`config.mk`:
```
export PLATFORM = sky130hd
export DESIGN_NAME = motion_sensor_end_flat
export DESIGN_NICKNAME = d
export VERILOG_FILES = /design/src/hw/motion_pkg.sv /design/src/hw/serial_link.sv /design/src/hw/motion_sensor_end.sv /design/src/flat_wrapper.sv
export VERILOG_INCLUDE_DIRS = /design/src /design/src/hw
export SDC_FILE = /design/constraint.sdc
export NUM_CORES = 1
export LEC_CHECK = 0
export BUFFER_PORTS_ARGS = -buffer_cell sky130_fd_sc_hd__buf_2
export CAP_MARGIN = 5
export CORE_ASPECT_RATIO = 1.75
export CORE_MARGIN = 2
export CORE_UTILIZATION = 45
export CTS_CLUSTER_DIAMETER = 40
export DETAILED_ROUTE_END_ITERATION = 10
export PLACE_DENSITY_LB_ADDON = 0.05
export SYNTH_ARGS = -nofsm -noshare
export SYNTH_HDL_FRONTEND = slang
export SYNTH_SLANG_ARGS = --single-unit
```
`constraint.sdc`:
```
create_clock -name MCLK -period 7.83 [get_ports MCLK]
set_input_delay 0.783 -clock MCLK [delete_from_list [all_inputs] [get_ports MCLK]]
set_output_delay 0.783 -clock MCLK [all_outputs]
set_load 0.05 [all_outputs]
```
`src/hw/motion_defs.svh`:
```
`ifndef MOTION_DEFS_SVH
`define MOTION_DEFS_SVH
// How it works
// - Fixed part identifier readable at address zero.
// - Silicon revision code readable at address one.
// - Status bit 7 shows pending motion.
// - Status bit 4 shows accumulator overflow.
// - Status bit 0 shows resolution setting.
// - Status read freezes X and Y snapshot.
// - Controller reads both deltas before next status.
// - Wide accumulators saturate and flag overflow.
// - Overflow clears after delta read, not full.
// - Deltas report full scale; repeat until clear.
// - Controller allows 16 or 32 drain rounds.
// - Any write to 0x12 flushes motion.
// - X delta read returns count, then clears.
// - Y delta read returns count, then clears.
// - Controller reads status, X, Y in order.
// - Surface quality is upper eight feature bits.
// - Pixel total is upper byte of sum.
// - Peak pixel six bits, top two zero.
// - Registers reached only over serial port.

// ----------------------------------------------------------------
// Register map
// ----------------------------------------------------------------
`define ADDR_PRODUCT   7'h00
`define ADDR_REVISION  7'h01
`define ADDR_STATUS    7'h02
`define ADDR_X         7'h03
`define ADDR_Y         7'h04
`define ADDR_QUALITY   7'h05
`define ADDR_PIXTOTAL  7'h06
`define ADDR_PEAK      7'h07
`define ADDR_FLUSH     7'h12

// ----------------------------------------------------------------
// Fields, reset values and counts
// ----------------------------------------------------------------
`define MOT_BIT        3'd7
`define OVF_BIT        3'd4
`define RES_BIT        3'd0
`define ZERO_BYTE      8'h00
`define ACC_W          12
`define HALF_CYCLES    8'h04
`define GAP_CYCLES     8'h08
`define DRAIN_400      6'h10
`define DRAIN_800      6'h20
`endif

```
`src/hw/motion_pkg.sv`:
```
`include "motion_defs.svh"
package motion_pkg;
  typedef enum logic [1:0] {
    D_IDLE = 2'b00,
    D_ADDR = 2'b01,
    D_DATA = 2'b11
  } dev_state_t;

  typedef enum logic [1:0] {
    H_IDLE   = 2'b00,
    H_SHIFT  = 2'b01,
    H_GAP    = 2'b11,
    H_FINISH = 2'b10
  } host_state_t;

  typedef struct packed {
    logic                     cs_s1;
    logic                     cs_s2;
    logic                     sclk_s1;
    logic                     sclk_s2;
    logic                     sclk_d;
    logic                     mosi_s1;
    logic                     mosi_s2;
    dev_state_t               state;
    logic [2:0]               bitcnt;
    logic [6:0]               shreg;
    logic [6:0]               addr;
    logic                     is_write;
    logic [7:0]               tx;
    logic                     miso;
    logic                     miso_oe_n;
    logic signed [`ACC_W-1:0] acc_x;
    logic signed [`ACC_W-1:0] acc_y;
    logic [7:0]               dx;
    logic [7:0]               dy;
    logic                     ovf;
    logic [7:0]               quality;
    logic [7:0]               pixtotal;
    logic [7:0]               peak;
  } dev_reg_t;

  typedef struct packed {
    host_state_t state;
    logic [7:0]  cnt;
    logic [15:0] sh;
    logic [4:0]  bits;
    logic [7:0]  rx;
    logic        cs_n;
    logic        sclk;
    logic        mosi;
    logic        busy;
    logic        done;
    logic [7:0]  rdata;
    logic        rep_act;
    logic [1:0]  rep_idx;
    logic [5:0]  rounds;
    logic [7:0]  status;
    logic [7:0]  x;
    logic [7:0]  y;
    logic        rep_done;
  } host_reg_t;
endpackage

```
`src/hw/serial_link.sv`:
```
`timescale 1ns/1ps
interface serial_link;
  logic CS_N;
  logic SCLK;
  logic MOSI;
  logic MISO_OUT;
  logic MISO_OE_N;
  logic MISO;

  // The data line floats when the sensor lets go; the pull-up makes it read high.
  assign MISO = MISO_OE_N ? 1'b1 : MISO_OUT;

  modport sensor (input CS_N, input SCLK, input MOSI, output MISO_OUT, output MISO_OE_N);
  modport controller (output CS_N, output SCLK, output MOSI, input MISO);
endinterface

```
`src/hw/motion_sensor_end.sv`:
```
`timescale 1ns/1ps
`include "motion_defs.svh"
module motion_sensor_end #(
  parameter logic [7:0] PRODUCT_CODE  = 8'h5a, // Arbitrary value.
  parameter logic [7:0] REVISION_CODE = 8'h01  // Arbitrary value.
) (
  input wire logic         MCLK,
  input wire logic         RESET,
  input wire logic         FRAME_VALID,
  input wire logic [7:0]   FRAME_DX,
  input wire logic [7:0]   FRAME_DY,
  input wire logic [9:0]   FEATURE_COUNT,
  input wire logic [15:0]  PIXEL_SUM,
  input wire logic [5:0]   PIXEL_PEAK,
  input wire logic         RESOLUTION,
  serial_link.sensor       LINK
);
  import motion_pkg::*;

  localparam int AW = `ACC_W;
  localparam logic signed [AW:0] ACC_MAX = (AW+1)'((1 << (AW-1)) - 1);
  localparam logic signed [AW:0] ACC_MIN = -(AW+1)'(1 << (AW-1));

  dev_reg_t r;
  dev_reg_t n;

  // ----------------------------------------------------------------
  // Helpers
  // ----------------------------------------------------------------
  function automatic logic [7:0] clamp8(input logic signed [AW-1:0] a);
    if (a > $signed(AW'(127))) begin
      return 8'h7f;
    end else if (a < -$signed(AW'(128))) begin
      return 8'h80;
    end
    return a[7:0];
  endfunction

  function automatic logic signed [AW:0] widen(input logic signed [AW-1:0] a);
    return {a[AW-1], a};
  endfunction

  function automatic logic signed [AW:0] widen8(input logic [7:0] a);
    return {{(AW-7){a[7]}}, a};
  endfunction

  function automatic logic at_full(input logic signed [AW-1:0] a);
    return (widen(a) == ACC_MAX) || (widen(a) == ACC_MIN);
  endfunction

  // ----------------------------------------------------------------
  // Next state
  // ----------------------------------------------------------------
  always_comb begin
    logic [7:0]        rd_byte;
    logic [7:0]        st;
    logic [7:0]        snap_x;
    logic [7:0]        snap_y;
    logic signed [AW:0] sx;
    logic signed [AW:0] sy;
    logic              rise;
    logic              rd_status;
    logic              rd_x;
    logic              rd_y;
    logic              flush;
    logic              sat;
    rd_byte   = `ZERO_BYTE;
    st        = `ZERO_BYTE;
    snap_x    = clamp8(r.acc_x);
    snap_y    = clamp8(r.acc_y);
    sx        = '0;
    sy        = '0;
    rise      = r.sclk_s2 & ~r.sclk_d;
    rd_status = 1'b0;
    rd_x      = 1'b0;
    rd_y      = 1'b0;
    flush     = 1'b0;
    sat       = 1'b0;
    n         = r;
    // Only the second stage of each synchroniser is looked at.
    n.cs_s1   = LINK.CS_N;
    n.cs_s2   = r.cs_s1;
    n.sclk_s1 = LINK.SCLK;
    n.sclk_s2 = r.sclk_s1;
    n.sclk_d  = r.sclk_s2;
    n.mosi_s1 = LINK.MOSI;
    n.mosi_s2 = r.mosi_s1;

    st[`MOT_BIT] = (r.acc_x != '0) || (r.acc_y != '0);
    st[`OVF_BIT] = r.ovf;
    st[`RES_BIT] = RESOLUTION;

    // Raising chip select aborts a transfer but leaves the registers alone.
    if (r.cs_s2) begin
      n.state     = D_IDLE;
      n.bitcnt    = 3'd0;
      n.miso_oe_n = 1'b1;
    end else begin
      n.miso_oe_n = 1'b0;
      case (r.state)
        D_IDLE: begin
          n.state  = D_ADDR;
          n.bitcnt = 3'd0;
        end
        D_ADDR: begin
          if (rise) begin
            n.shreg  = {r.shreg[5:0], r.mosi_s2};
            n.bitcnt = r.bitcnt + 3'd1;
            if (r.bitcnt == 3'd7) begin
              n.state    = D_DATA;
              n.bitcnt   = 3'd0;
              n.is_write = r.shreg[6];
              n.addr     = {r.shreg[5:0], r.mosi_s2};
              if (!r.shreg[6]) begin
                if (n.addr == `ADDR_PRODUCT) begin
                  rd_byte = PRODUCT_CODE;
                end else if (n.addr == `ADDR_REVISION) begin
                  rd_byte = REVISION_CODE;
                end else if (n.addr == `ADDR_STATUS) begin
                  rd_byte   = st;
                  rd_status = 1'b1;
                end else if (n.addr == `ADDR_X) begin
                  rd_byte = r.dx;
                  rd_x    = 1'b1;
                end else if (n.addr == `ADDR_Y) begin
                  rd_byte = r.dy;
                  rd_y    = 1'b1;
                end else if (n.addr == `ADDR_QUALITY) begin
                  rd_byte = r.quality;
                end else if (n.addr == `ADDR_PIXTOTAL) begin
                  rd_byte = r.pixtotal;
                end else if (n.addr == `ADDR_PEAK) begin
                  rd_byte = r.peak;
                end else begin
                  rd_byte = `ZERO_BYTE;
                end
                n.tx   = rd_byte;
                n.miso = rd_byte[7];
              end
            end
          end
        end
        D_DATA: begin
          if (rise) begin
            n.shreg  = {r.shreg[5:0], r.mosi_s2};
            n.tx     = {r.tx[6:0], 1'b0};
            n.miso   = r.tx[6];
            n.bitcnt = r.bitcnt + 3'd1;
            if (r.bitcnt == 3'd7) begin
              n.state  = D_ADDR;
              n.bitcnt = 3'd0;
              // Writes elsewhere in this set are dropped without effect.
              flush = r.is_write && (r.addr == `ADDR_FLUSH);
            end
          end
        end
        default: begin
          n.state = D_IDLE;
        end
      endcase
    end

    // ----------------------------------------------------------------
    // Motion accumulation
    // ----------------------------------------------------------------
    sx = widen(r.acc_x) - (rd_status ? widen8(snap_x) : '0);
    sy = widen(r.acc_y) - (rd_status ? widen8(snap_y) : '0);
    if (flush) begin
      sx = '0;
      sy = '0;
    end
    if (FRAME_VALID) begin
      sx = sx + widen8(FRAME_DX);
      sy = sy + widen8(FRAME_DY);
    end
    // Saturating keeps the sign of a runaway path even though its size is lost.
    if (sx > ACC_MAX) begin
      sx  = ACC_MAX;
      sat = 1'b1;
    end else if (sx < ACC_MIN) begin
      sx  = ACC_MIN;
      sat = 1'b1;
    end
    if (sy > ACC_MAX) begin
      sy  = ACC_MAX;
      sat = 1'b1;
    end else if (sy < ACC_MIN) begin
      sy  = ACC_MIN;
      sat = 1'b1;
    end
    n.acc_x = sx[AW-1:0];
    n.acc_y = sy[AW-1:0];

    if (rd_status) begin
      n.dx = snap_x;
      n.dy = snap_y;
    end
    if (rd_x || flush) begin
      n.dx = `ZERO_BYTE;
    end
    if (rd_y || flush) begin
      n.dy = `ZERO_BYTE;
    end

    if (flush || ((rd_x || rd_y) && !at_full(r.acc_x) && !at_full(r.acc_y))) begin
      n.ovf = 1'b0;
    end
    if (sat) begin
      n.ovf = 1'b1;
    end

    // ----------------------------------------------------------------
    // Frame statistics
    // ----------------------------------------------------------------
    if (FRAME_VALID) begin
      n.quality  = FEATURE_COUNT[9:2];
      n.pixtotal = PIXEL_SUM[15:8];
      n.peak     = {2'b00, PIXEL_PEAK};
    end
  end

  always_ff @(posedge MCLK) begin
    if (RESET) begin
      r           <= '0;
      r.cs_s1     <= 1'b1;
      r.cs_s2     <= 1'b1;
      // The serial clock idles high, so the edge detector starts high to avoid a false rise.
      r.sclk_s1   <= 1'b1;
      r.sclk_s2   <= 1'b1;
      r.sclk_d    <= 1'b1;
      r.miso_oe_n <= 1'b1;
    end else begin
      r <= n;
    end
  end

  assign LINK.MISO_OUT  = r.miso;
  assign LINK.MISO_OE_N = r.miso_oe_n;
endmodule

```
`src/flat_wrapper.sv`:
```
// flat-port wrapper written by rule: the top's interface ports become plain ports
module motion_sensor_end_flat import motion_pkg::*;
#(
  parameter logic [7:0] PRODUCT_CODE  = 8'h5a,                    
  parameter logic [7:0] REVISION_CODE = 8'h01                     
)
  (MCLK, RESET, FRAME_VALID, FRAME_DX, FRAME_DY, FEATURE_COUNT, PIXEL_SUM, PIXEL_PEAK, RESOLUTION, LINK_CS_N, LINK_SCLK, LINK_MOSI, LINK_MISO_OUT, LINK_MISO_OE_N);
  serial_link LINK_i ();
  input wire logic MCLK;
  input wire logic RESET;
  input wire logic FRAME_VALID;
  input wire logic [7:0] FRAME_DX;
  input wire logic [7:0] FRAME_DY;
  input wire logic [9:0] FEATURE_COUNT;
  input wire logic [15:0] PIXEL_SUM;
  input wire logic [5:0] PIXEL_PEAK;
  input wire logic RESOLUTION;
  input wire logic [$bits(LINK_i.CS_N)-1:0] LINK_CS_N;
  input wire logic [$bits(LINK_i.SCLK)-1:0] LINK_SCLK;
  input wire logic [$bits(LINK_i.MOSI)-1:0] LINK_MOSI;
  output wire logic [$bits(LINK_i.MISO_OUT)-1:0] LINK_MISO_OUT;
  output wire logic [$bits(LINK_i.MISO_OE_N)-1:0] LINK_MISO_OE_N;
  assign LINK_i.CS_N = LINK_CS_N;
  assign LINK_i.SCLK = LINK_SCLK;
  assign LINK_i.MOSI = LINK_MOSI;
  assign LINK_MISO_OUT = LINK_i.MISO_OUT;
  assign LINK_MISO_OE_N = LINK_i.MISO_OE_N;
  motion_sensor_end #(.PRODUCT_CODE(PRODUCT_CODE), .REVISION_CODE(REVISION_CODE)) u_core (.MCLK(MCLK), .RESET(RESET), .FRAME_VALID(FRAME_VALID), .FRAME_DX(FRAME_DX), .FRAME_DY(FRAME_DY), .FEATURE_COUNT(FEATURE_COUNT), .PIXEL_SUM(PIXEL_SUM), .PIXEL_PEAK(PIXEL_PEAK), .RESOLUTION(RESOLUTION), .LINK(LINK_i));
endmodule
```
==> metrics.txt <==
status finished clean; Reg-to-Reg End u_core.r[54]; mux cell area share after synthesis 0.0782; ant diodes 0; period utilization 0.875; gpl congestion ~0.84; f_max between 0.1 and 0.15 GHz; YS warnings 0; # resized after CTS 0; core area 14,300 um^2; share of layout cells above drive strength 1 0.118; CP endpoint u_core.r[54]; Cells after Synth 803; count of nets after finishing roughly 940; most frequent cells in the layout nor2_1, dfxtp_1, nand2_1; Layout area overhead 9.07%; PortBufs 46; area share of xor/xnor cells in the synthesized design 0.0455; GRT Overall Usage 0.209; Critical Path Start Type flip-flop; worst skew pair latency 340 ps; post-route ant nets 0; die area approximately 15,000 um^2; Fin Hold WS 417 ps; EDFF count, synth 0; final setup vio count 0; Iter 0 DRT Violations 238; Post-CTS Hold Buffers 0; worst setup margin approximately 980 ps; VDD IR max 261 uV; drt first pass iters 4; RSZ-0062 raised after global routing no; power density over the cells around 400 nW/um^2; worst-margin pin slew roughly 1000 ps; total of max-cap violations 0; DR DRC count 0; Die Height between 150 and 200 um; Num CTS Buffers 9; final core utilization 0.497; Worst-path clk slew around 70 ps; chip width about 95 um; H-tree Lvls 3; leakage 2.91 nW; TritonCTS clock tree yes; reg2reg setup slack 980 ps; Critical Path Start u_core.n[97]; DR vias roughly 5,700; Post-CTS Setup Bufs 0; FF-to-FF Start u_core.n[97]; Avg Cell Area, Syn 8.11 um^2; pin count of the biggest net entering global routing 63; Synth Area in Simple Gates 0.204; global-route wire length before repair 26.2 mm; vias per cell roughly 5.7; clk sink count 99; Synth Area in Compound Gates 0.220; final hold vios 0; Detailed Route WL 15.7 mm; kind of critical path flip-flop to flip-flop; HPWL Detailed about 12 mm; Final min period approximately 6900 ps; IO Pins 57; Placement Setup Slack around 910 ps; initial antenna violation count 0; vias in the first global route between 5,000 and 6,000; Post-Synth Adder-Cell Area 0.108; Root Driver clkbuf_16; top_reg_cell synth dfxtp_1; reg2reg path depth 24; Final Slew Violations 0; most common cell after layout, fill and taps aside nor2_1; largest family of logic cells by synthesized area compound AO/OA/AOI/OAI gates; Arrival @ worst endpoint around 7000 ps; Rel. slew slack 0.349; post-synthesis sequential area ratio 0.304; GR Overflow Total 0; Yosys reg bits 99; synthesized cell area approximately 6500 um^2; Final TNS setup 0 ps; clk buf depth 2; DR WL/cell around 15 um; site row count 58; Synth cell types 70; skew final a little over 7 ps; asr flop ratio synth 0; Hold Crit Class flip-flop to flip-flop; initial core utilization 0.456; critical path peak fanout 19; required time worst endpoint about 8000 ps; crit end category flip-flop; Post-Syn Nets approximately 910
-- cells by family after synthesis --
kind of cell,Yosys count
flops,99
mux,43
compound gates,233
fa+ha+maj,54
buf+inv,54
xor+xnor,33
simple gates,287
-- critical path: stages (launching register included) --
cell and delay [ps]:
dfxtp_1 330, nor2b_1 380, nand2_1 210, or4b_4 640
nor2_4 210, nand3_4 230, a21oi_2 270, o21ai_0 340
ha_1 390, nor2b_1 140, o31ai_1 390, a21oi_1 230
a21o_1 220, a21oi_1 170, xor2_1 200, nor2_1 60
ha_1 390, nand2_1 90, a221oi_1 220, o21a_1 230
nor2_1 60, a211oi_1 390, xnor2_2 160, o21ai_1 620
a21oi_1 90
-- where the power goes --
part / leakage, nW / internal [mW] / total [mW] / switching (mW)
clock: 0.139 / 0.248 / 0.444 / 0.195
combinational: 1.96 / 0.744 / 1.75 / 1.01
sequential: 0.810 / 0.574 / 0.640 / 0.0660
total: 2.91 / 1.57 / 2.84 / 1.27
-- cells in the mapped netlist (all sizes together) (11+ instances only) --
| master | number | area, um^2 |
|---|---|---|
| o21ai | 66 | 334 |
| inv | 18 | 67.6 |
| dfxtp | 99 | 1980 |
| o21a | 11 | 82.6 |
| a211oi | 21 | 163 |
| xnor2 | 16 | 148 |
| nor2 | 110 | 420 |
| clkbuf | 25 | 104 |
| a21oi | 83 | 430 |
| nand4 | 11 | 68.8 |
| nand2 | 91 | 342 |
| mux2i | 34 | 340 |
| ha | 50 | 626 |
| nor3 | 12 | 65.1 |
| xor2 | 17 | 149 |
| buf | 11 | 83.8 |
| a21o | 13 | 97.6 |
-- worst min-delay path by stage --
stage	from	end	slack (ps)	cells past startpoint
global placement	u_core.n[98]	u_core.n[97]	410	1
CTS	u_core.n[100]	u_core.r[100]	420	1
finish	u_core.n[100]	u_core.r[100]	420	1
global route	u_core.n[98]	u_core.n[97]	430	1
detailed placement	u_core.n[100]	u_core.r[100]	400	1
floorplan	u_core.n[98]	u_core.n[97]	390	1
-- state kept, by name, summed over array words and instances, names as in the netlist --
signal                 count
u_core.LINK.MISO_OE_N      1
u_core.r                  93
u_core.n                   4
u_core.LINK.MISO_OUT       1
-- metal layers --
| layer | share of wire | vias to the layer above | global-route usage | wire [um] |
|---|---|---|---|---|
| met5 | 0 | - | 0 | 0 |
| met1 | 0.42 | 2677 | 0.234 | 6560 |
| li1 | - | 2941 | - | - |
| met2 | 0.54 | 89 | 0.402 | 8430 |
| met4 | 0.023 | 0 | 0.0705 | 357 |
| met3 | 0.021 | 23 | 0.0194 | 335 |
-- layout make-up --
type / instances / area (um^2)
fill: 1388 / 7190
sequential: 99 / 1980
clock inverter: 5 / 63.8
timing repair buffer: 50 / 260
tap: 180 / 225
multi-input combinational: 650 / 4280
inverter: 18 / 67.6
clock buffer: 10 / 229
-- stage by stage --
stage          cells  instance area, um^2  total power, mW
5_1_grt         1012                 7100             3.12
3_3_place_gp     997                 6810             2.36
6_report        1012                 7100             2.84
3_5_place_dp     997                 6810             2.39
4_1_cts         1012                 7100             2.85
2_1_floorplan    803                 6510             2.08
(Power assumes the default switching activity.)
